$ cat config.mk
export PLATFORM = sky130hd
export DESIGN_NAME = uart_channel
export DESIGN_NICKNAME = d
export VERILOG_FILES = /design/src/logic/uart_tx_shifter.v /design/src/logic/uart_rx_shifter.v /design/src/logic/uart_channel.v
export VERILOG_INCLUDE_DIRS = /design/src /design/src/logic
export SDC_FILE = /design/constraint.sdc
export NUM_CORES = 1
export LEC_CHECK = 0
export BUFFER_PORTS_ARGS = -buffer_cell sky130_fd_sc_hd__buf_4
export CAP_MARGIN = 30
export CELL_PAD_IN_SITES_DETAIL_PLACEMENT = 1
export CELL_PAD_IN_SITES_GLOBAL_PLACEMENT = 1
export CORE_UTILIZATION = 37
export CTS_CLUSTER_DIAMETER = 100
export CTS_CLUSTER_SIZE = 25
export DETAILED_ROUTE_END_ITERATION = 12
export GPL_TIMING_DRIVEN = 0
export PLACE_DENSITY = 0.79
export SLEW_MARGIN = 30
export SYNTH_ARGS = -nofsm -noshare
export SYNTH_HDL_FRONTEND = slang
export SYNTH_SLANG_ARGS = --single-unit
$ cat constraint.sdc
create_clock -name sys_clk -period 1.7 [get_ports sys_clk]
set_clock_uncertainty 0.2 [all_clocks]
set_input_delay 0.34 -clock sys_clk [delete_from_list [all_inputs] [get_ports sys_clk]]
set_output_delay 0.34 -clock sys_clk [all_outputs]
set_load 0.02 [all_outputs]
$ cat src/logic/uart_channel_map.vh
// Register offsets, field positions, reset values and bit timing of the serial channel
`ifndef UART_CHANNEL_MAP_VH
`define UART_CHANNEL_MAP_VH

// ****************************************
// Register byte offsets on the APB bus
// ****************************************
`define CTRL_OFFSET 8'h00
`define BUFFER_OFFSET 8'h04
`define IRQ_STATUS_OFFSET 8'h08
`define IRQ_MASK_OFFSET 8'h0c

// ****************************************
// Fields of serial_control_reg
// ****************************************
`define FRAME_SEL_BIT 7
`define MP_CHECK_BIT 5
`define RX_ENABLE_BIT 4
`define TX_NINTH_BIT 3
`define RX_NINTH_BIT 2
`define TX_DONE_BIT 1
`define RX_DONE_BIT 0
`define CTRL_RESET 8'h00

// ****************************************
// Fields of the interrupt status and mask registers
// ****************************************
`define IRQ_TX_BIT 1
`define IRQ_RX_BIT 0
`define IRQ_MASK_RESET 2'h0

// ****************************************
// Bit timing in baud ticks (16 ticks per bit)
// ****************************************
`define LAST_PHASE 4'hf
`define MID_PHASE 4'h7
`define DATA_BITS_8 4'h7
`define DATA_BITS_9 4'h8
`define STOP_INDEX_8 4'h9
`define STOP_INDEX_9 4'ha

`endif

$ cat src/logic/uart_tx_shifter.v
// Transmit shifter: start bit, eight or nine data bits LSB first, one stop bit
`timescale 1ns/10ps
`include "uart_channel_map.vh"

module uart_tx_shifter (
   input wire sys_clk,
   input wire reset,
   input wire baudTick,
   input wire start,
   input wire [8:0] data,
   input wire nineBit,
   output reg transmitPin,
   output reg busy,
   output reg doneStrobe
);

   reg [9:0] shifter;
   reg [3:0] phase;
   reg [3:0] bitIndex;
   wire [3:0] stopIndex;
   wire bitEnd;

   assign stopIndex = nineBit ? `STOP_INDEX_9 : `STOP_INDEX_8;
   assign bitEnd = busy && baudTick && (phase == `LAST_PHASE);

   always @(posedge sys_clk) begin
      if (reset) begin
         transmitPin <= 1'b1;
         busy <= 1'b0;
         doneStrobe <= 1'b0;
         shifter <= 10'h3ff;
         phase <= 4'h0;
         bitIndex <= 4'h0;
      end else begin
         doneStrobe <= 1'b0;
         if (start && !busy) begin
            // Start bit goes out at once; in 8-bit mode the ninth slot is the stop bit
            transmitPin <= 1'b0;
            shifter <= {1'b1, nineBit ? data[8] : 1'b1, data[7:0]};
            busy <= 1'b1;
            phase <= 4'h0;
            bitIndex <= 4'h0;
         end else if (busy && baudTick) begin
            phase <= phase + 4'h1;
            if (bitEnd) begin
               if (bitIndex == stopIndex) begin
                  busy <= 1'b0;
                  transmitPin <= 1'b1;
               end else begin
                  transmitPin <= shifter[0];
                  shifter <= {1'b1, shifter[9:1]};
                  bitIndex <= bitIndex + 4'h1;
                  // Done flags the start of the stop bit, not its end
                  if (bitIndex + 4'h1 == stopIndex) begin
                     doneStrobe <= 1'b1;
                  end
               end
            end
         end
      end
   end

endmodule

$ cat src/logic/uart_rx_shifter.v
// Receive shifter: start detection, mid-bit sampling, frame assembly
`timescale 1ns/10ps
`include "uart_channel_map.vh"

module uart_rx_shifter (
   input wire sys_clk,
   input wire reset,
   input wire baudTick,
   input wire enable,
   input wire receivePin,
   input wire nineBit,
   output reg frameDone,
   output reg [8:0] frameData,
   output reg stopBit
);

   localparam IDLE = 2'b00;
   localparam START = 2'b01;
   localparam DATA = 2'b10;
   localparam STOP = 2'b11;

   reg [1:0] state;
   reg [3:0] phase;
   reg [3:0] bitIndex;
   reg [8:0] shifter;
   wire sampleNow;

   assign sampleNow = baudTick && (phase == `LAST_PHASE);

   always @(posedge sys_clk) begin
      if (reset) begin
         state <= IDLE;
         phase <= 4'h0;
         bitIndex <= 4'h0;
         shifter <= 9'h000;
         frameDone <= 1'b0;
         frameData <= 9'h000;
         stopBit <= 1'b0;
      end else begin
         frameDone <= 1'b0;
         if (!enable) begin
            state <= IDLE;
         end else begin
            case (state)
               IDLE: begin
                  if (baudTick && !receivePin) begin
                     state <= START;
                     phase <= 4'h0;
                  end
               end
               START: begin
                  if (baudTick) begin
                     phase <= phase + 4'h1;
                     // A start bit that is high again at mid-bit was a glitch
                     if (phase == `MID_PHASE) begin
                        phase <= 4'h0;
                        bitIndex <= 4'h0;
                        state <= receivePin ? IDLE : DATA;
                     end
                  end
               end
               DATA: begin
                  if (baudTick) begin
                     phase <= phase + 4'h1;
                  end
                  if (sampleNow) begin
                     shifter <= {receivePin, shifter[8:1]};
                     bitIndex <= bitIndex + 4'h1;
                     if (bitIndex == (nineBit ? `DATA_BITS_9 : `DATA_BITS_8)) begin
                        state <= STOP;
                     end
                  end
               end
               STOP: begin
                  if (baudTick) begin
                     phase <= phase + 4'h1;
                  end
                  if (sampleNow) begin
                     frameDone <= 1'b1;
                     stopBit <= receivePin;
                     frameData <= nineBit ? shifter : {1'b0, shifter[8:1]};
                     state <= IDLE;
                  end
               end
               default: begin
                  state <= IDLE;
               end
            endcase
         end
      end
   end

endmodule

$ cat src/logic/uart_channel.v
// Asynchronous serial channel with APB register access and one interrupt line
//
// The APB register port and the placing of the registers are this design's own decisions.
`timescale 1ns/10ps
`include "uart_channel_map.vh"

module uart_channel (
   input wire sys_clk,
   input wire reset,
   input wire psel,
   input wire penable,
   input wire pwrite,
   input wire [7:0] paddr,
   input wire [31:0] pwdata,
   output reg [31:0] prdata,
   output reg pready,
   output reg pslverr,
   input wire baudTick,
   input wire receivePin,
   output wire transmitPin,
   output reg irq
);

   localparam REG_CTRL = 3'd0;
   localparam REG_BUFFER = 3'd1;
   localparam REG_STATUS = 3'd2;
   localparam REG_MASK = 3'd3;
   localparam REG_NONE = 3'd4;

   // ****************************************
   // Register state
   // ****************************************
   reg frameLengthSelect;
   reg mpCheck;
   reg rxEnable;
   reg txNinth;
   reg rxNinth;
   reg txDone;
   reg rxDone;
   reg [7:0] serialBuffer;
   reg [1:0] irqStatus;
   reg [1:0] irqMask;

   wire access;
   wire commit;
   wire [2:0] accessReg;
   wire writeCtrl;
   wire writeBuffer;
   wire writeStatus;
   wire writeMask;
   wire txBusy;
   wire txDoneStrobe;
   wire txStart;
   wire frameDone;
   wire [8:0] frameData;
   wire stopBit;
   wire checkBit;
   wire loadOk;
   wire rxLoad;
   wire [1:0] statusSet;
   wire [1:0] next_irqStatus;

   // ****************************************
   // Address decode
   // ****************************************
   function [2:0] decodeReg;
      input [7:0] addr;
      begin
         case (addr)
            `CTRL_OFFSET: decodeReg = REG_CTRL;
            `BUFFER_OFFSET: decodeReg = REG_BUFFER;
            `IRQ_STATUS_OFFSET: decodeReg = REG_STATUS;
            `IRQ_MASK_OFFSET: decodeReg = REG_MASK;
            default: decodeReg = REG_NONE;
         endcase
      end
   endfunction

   function [7:0] ctrlView;
      input fls;
      input mpc;
      input ren;
      input tn;
      input rn;
      input td;
      input rd;
      begin
         ctrlView = 8'h00;
         ctrlView[`FRAME_SEL_BIT] = fls;
         ctrlView[`MP_CHECK_BIT] = mpc;
         ctrlView[`RX_ENABLE_BIT] = ren;
         ctrlView[`TX_NINTH_BIT] = tn;
         ctrlView[`RX_NINTH_BIT] = rn;
         ctrlView[`TX_DONE_BIT] = td;
         ctrlView[`RX_DONE_BIT] = rd;
      end
   endfunction

   // One wait state: pready rises in the second access cycle, effects land there
   assign access = psel && penable && !pready;
   assign commit = psel && penable && pready;
   assign accessReg = decodeReg(paddr);
   assign writeCtrl = commit && pwrite && (accessReg == REG_CTRL);
   assign writeBuffer = commit && pwrite && (accessReg == REG_BUFFER);
   assign writeStatus = commit && pwrite && (accessReg == REG_STATUS);
   assign writeMask = commit && pwrite && (accessReg == REG_MASK);

   // ****************************************
   // APB slave
   // ****************************************
   always @(posedge sys_clk) begin
      if (reset) begin
         pready <= 1'b0;
         pslverr <= 1'b0;
         prdata <= 32'h00000000;
      end else begin
         pready <= access;
         pslverr <= access && (accessReg == REG_NONE);
         if (access && !pwrite) begin
            case (accessReg)
               REG_CTRL: prdata <= {24'h000000, ctrlView(frameLengthSelect, mpCheck,
                  rxEnable, txNinth, rxNinth, txDone, rxDone)};
               REG_BUFFER: prdata <= {24'h000000, serialBuffer};
               REG_STATUS: prdata <= {30'h00000000, irqStatus};
               REG_MASK: prdata <= {30'h00000000, irqMask};
               default: prdata <= 32'h00000000;
            endcase
         end else if (access) begin
            prdata <= 32'h00000000;
         end
      end
   end

   // ****************************************
   // Shifters
   // ****************************************
   // A write while a byte is still going out is dropped rather than corrupting it
   assign txStart = writeBuffer && !txBusy;

   uart_tx_shifter txShift (
      .sys_clk(sys_clk),
      .reset(reset),
      .baudTick(baudTick),
      .start(txStart),
      .data({txNinth, pwdata[7:0]}),
      .nineBit(frameLengthSelect),
      .transmitPin(transmitPin),
      .busy(txBusy),
      .doneStrobe(txDoneStrobe)
   );

   uart_rx_shifter rxShift (
      .sys_clk(sys_clk),
      .reset(reset),
      .baudTick(baudTick),
      .enable(rxEnable),
      .receivePin(receivePin),
      .nineBit(frameLengthSelect),
      .frameDone(frameDone),
      .frameData(frameData),
      .stopBit(stopBit)
   );

   // ****************************************
   // Receive load decision
   // ****************************************
   // In 9-bit framing the ninth data bit takes the stop bit's place in the check
   assign checkBit = frameLengthSelect ? frameData[8] : stopBit;
   // A pending receive-done blocks the load, which keeps the first byte on overrun
   assign loadOk = !rxDone && (!mpCheck || checkBit);
   assign rxLoad = frameDone && loadOk;

   // ****************************************
   // Control register and buffer
   // ****************************************
   always @(posedge sys_clk) begin
      if (reset) begin
         frameLengthSelect <= 1'b0;
         mpCheck <= 1'b0;
         rxEnable <= 1'b0;
         txNinth <= 1'b0;
         rxNinth <= 1'b0;
         txDone <= 1'b0;
         rxDone <= 1'b0;
         serialBuffer <= 8'h00;
      end else begin
         if (writeCtrl) begin
            frameLengthSelect <= pwdata[`FRAME_SEL_BIT];
            mpCheck <= pwdata[`MP_CHECK_BIT];
            rxEnable <= pwdata[`RX_ENABLE_BIT];
            txNinth <= pwdata[`TX_NINTH_BIT];
         end
         // Hardware setting a flag wins over a software clear in the same cycle
         txDone <= txDoneStrobe || (writeCtrl ? pwdata[`TX_DONE_BIT] : txDone);
         rxDone <= rxLoad || (writeCtrl ? pwdata[`RX_DONE_BIT] : rxDone);
         if (rxLoad) begin
            serialBuffer <= frameData[7:0];
            rxNinth <= checkBit;
         end
      end
   end

   // ****************************************
   // Interrupts
   // ****************************************
   assign statusSet = {txDoneStrobe, rxLoad};
   assign next_irqStatus = statusSet | (irqStatus & ~(writeStatus ? pwdata[1:0] : 2'h0));

   always @(posedge sys_clk) begin
      if (reset) begin
         irqStatus <= 2'h0;
         irqMask <= `IRQ_MASK_RESET;
         irq <= 1'b0;
      end else begin
         irqStatus <= next_irqStatus;
         if (writeMask) begin
            irqMask <= pwdata[1:0];
         end
         irq <= |(irqStatus & irqMask);
      end
   end

endmodule

==> impl_metrics.env <==
export IMPL_powerDensity_nw_per_um2=757
export IMPL_dieHeight_um=103
export IMPL_synth_edf_count=0
export IMPL_status="complete, but fails checks"
export IMPL_cts_max_level=3
export IMPL_crit_path_max_incr_delay_ps=480
export IMPL_clk_path_buf_depth=2
export IMPL_fin_nets=549
export IMPL_finalCritPeriodShare=1.08
export IMPL_yosysWarnings=0
export IMPL_regArea_um2=1620
export IMPL_layoutNonFillerInstCount=636
export IMPL_power_leakage_nw=1.87
export IMPL_synth_flop_cell="dfxtp_1"
export IMPL_ys_async_sr_fraction=0
export IMPL_violations="negative setup slack"
export IMPL_hold_viol_final=0
export IMPL_drtIter0Drc=114
export IMPL_ant_nets=0
export IMPL_cts_made_buffers=9
export IMPL_firstDrtPassIters=4
export IMPL_clkTransAtPathRegs_ps=90
export IMPL_dp_cells=603
export IMPL_peakVddDrop_mv=0.417
export IMPL_synth_top_area_frac=0.425
export IMPL_min_to="txShift.shifter[3]$_SDFFE_PP1P_"
export IMPL_yosysTopAreaCell="dfxtp_1"
export IMPL_routedWlPerCell_um=16.9
export IMPL_cp_required_ps=1780
export IMPL_rsz0062_at_grt="true"
export IMPL_postSynthAreaPerCell_um2=9.08
export IMPL_port_buffers=32
export IMPL_rrSetupSlack_ps=-140
export IMPL_grt_max_degree=16
export IMPL_start_util=0.384
export IMPL_drc=0
export IMPL_grt_pass1_vias=3299
export IMPL_seq_area_frac_synth=0.425
export IMPL_dpl_cell_area_um2=4310
export IMPL_cp_top_family="simple AND/OR/NAND/NOR gates"
export IMPL_worst_pin_slew_ps=599
export IMPL_total_power_mw=3.74
export IMPL_netlist_instances=415
export IMPL_worstHoldPathCells=3
export IMPL_clock_latency_ps=360
export IMPL_slowest_stage="or4_1"
export IMPL_viasPerCell=5.15
export IMPL_cts_tree="built"
export IMPL_multi_input_area_um2=2140
export IMPL_synth_seq_cells=80
export IMPL_fin_area_um2=4930
export IMPL_antenna_found_initial=0
export IMPL_hp_class="in -> reg"
export IMPL_crit_fanout=6
export IMPL_slew_viol_final=0
export IMPL_crit_buf_inv=0
export IMPL_gp_congestion=0.792
export IMPL_max_clock_freq_ghz=0.544
export IMPL_cp_end_kind="flop"
export IMPL_fillCellCount=1172
export IMPL_finalSetupViolations=10
export IMPL_synth_area_top_cells="dfxtp_1, mux2i_1, nor2_1"
export IMPL_io_pins=83
export IMPL_drive_above_1_share=0.306
export IMPL_dp_hpwl_um=6900
export IMPL_worstPathArrival_ps=1920
export IMPL_r2r_end="txShift.bitIndex[2]$_SDFFE_PP0P_"
export IMPL_grt_pass1_wl_um=15900
export IMPL_antenna_cells=0
export IMPL_die_w_um=103
export IMPL_worstReg2RegStart="txShift.phase[0]$_SDFFE_PP0P_"
export IMPL_cp_start_kind="flop"
export IMPL_vias=3277
export IMPL_slew_headroom=0.601
export IMPL_netlist_area_um2=3770
export IMPL_grt_overflow=0
export IMPL_dp_slack_ps=-416
export IMPL_reg2reg_depth=5
export IMPL_cts_root_buf="clkbuf_8"
export IMPL_synth_cell_type_count=57
export IMPL_cp_cell_sequence="ha_4, nand3_4, or2_4, or4_1, a21oi_1"
export IMPL_min_period_ps=1840
export IMPL_critical_path_class="reg -> reg"
export IMPL_drv_cap=0
export IMPL_fin_ws_ps=-140
export IMPL_grt_total_usage=0.196
export IMPL_area_growth_pct=30.8
export IMPL_wirelength_um=10800
export IMPL_clock_sinks=80
export IMPL_min_from="pwdata[3]"
export IMPL_fin_tns_setup_ps=-601
export IMPL_die_area_um2=10600
export IMPL_num_rows=36
export IMPL_core_um2=9820
## worst min-delay path, cell delays in order
cell and delay (ps):
buf_4 90, a21oi_1 60, nand3_1 60
## layout make-up
type,count,share of cell area
Buffer,44,0.0662
Clock buffer,9,0.0251
Clock inverter,7,0.0211
Inverter,10,0.00761
Multi-Input combinational cell,301,0.434
Sequential cell,80,0.329
Tap cell,133,0.0337
Timing Repair Buffer,52,0.0832
## through the flow
stage | utilization | hold WS [ps]
2_1_floorplan | - | 236
3_3_place_gp | 0.439 | 238
3_5_place_dp | 0.439 | 248
4_1_cts | 0.487 | 2.52
5_1_grt | 0.502 | 31.6
6_report | 0.502 | 17.1
## cell usage after synthesis, types with 6 or more instances
cell type,number
a211oi_1,8
a21oi_1,25
buf_2,6
buf_4,24
clkbuf_1,15
dfxtp_1,80
inv_1,10
mux2i_1,42
nand2_1,20
nand3_1,20
nor2_1,51
nor3_1,8
o211ai_1,10
o21ai_0,10
o21ai_1,8
## registers in the layout, summed over array words and instances (netlist names), 2 cells and up, named ones only
| register | count |
|---|---|
| rxShift.bitIndex | 4 |
| rxShift.shifter | 9 |
| txShift.shifter | 9 |
| irqMask | 2 |
| rxShift.frameData | 9 |
| irqStatus | 2 |
| rxShift.phase | 4 |
| prdata | 8 |
| txShift.bitIndex | 4 |
| serialBuffer | 8 |
| txShift.phase | 4 |
## layout by cell type (no fill, tap or decap), types with 3 or more instances in the layout
cell type	count
dlygate4sd3_1	3
nand4_1	5
inv_1	10
buf_2	3
clkbuf_1	7
dfxtp_4	3
o21ai_0	9
o211ai_1	10
a211oi_1	8
clkbuf_8	9
a21oi_1	23
buf_4	68
nand3_1	19
o21ai_1	8
nor2_1	49
nor3_1	7
dfxtp_1	69
nor2b_1	4
dfxtp_2	8
mux2i_1	42
buf_6	9
a22o_1	3
conb_1	24
nand2b_1	4
nand2_1	19
## cell families after synthesis
| family | Yosys count | synth area share |
|---|---|---|
| and+or+nand+nor | 145 | 0.206 |
| DFF | 80 | 0.425 |
| AOI/OAI and AO/OA | 79 | 0.136 |
| buffers and inverters | 57 | 0.0827 |
| muxes | 45 | 0.126 |
| adders and majority gates | 4 | 0.0133 |
| xor gates and xnor gates | 4 | 0.00930 |
| other | 1 | 0.000995 |
## layer usage
layer	wire length, µm	part of all wire	vias to the layer above	global-route usage
li1	-	-	1595	-
met1	4620	0.43	1601	0.230
met2	5640	0.52	63	0.357
met3	297	0.028	18	0.0285
met4	221	0.021	0	0.0769
met5	0	0	-	0
## report_power, final
group | leakage (nW) | switching, mW | total (mW) | internal (mW)
sequential | 0.651 | 0.00142 | 1.87 | 1.87
combinational | 1.11 | 0.151 | 0.252 | 0.101
clock | 0.108 | 0.768 | 1.61 | 0.844
## timing repair
action	4_1_cts	5_1_grt
endpoints found under the setup margin	55	52
endpoints found under the hold margin	3	0
resized for setup	38	41
buffers inserted	11	5
hold buffers	3	0
pin swaps	7	17
gates cloned	1	1
## how the worst max path moves through the flow
stage | start | to | slack, ps | cells past startpoint
after detailed placement | paddr[1] | txShift.shifter[1]$_SDFFE_PP1P_ | -420 | 5
after CTS | rxShift.phase[0]$_SDFFE_PP0P_ | rxShift.shifter[1]$_SDFFE_PP0P_ | -90 | 7
after global routing | txShift.phase[0]$_SDFFE_PP0P_ | txShift.bitIndex[2]$_SDFFE_PP0P_ | -190 | 5
after floorplan | paddr[1] | txShift.shifter[1]$_SDFFE_PP1P_ | -100 | 4
after global placement | paddr[1] | txShift.shifter[1]$_SDFFE_PP1P_ | -380 | 5
final | txShift.phase[0]$_SDFFE_PP0P_ | txShift.bitIndex[2]$_SDFFE_PP0P_ | -140 | 5
Note: power is estimated with default switching activity, not from simulation.
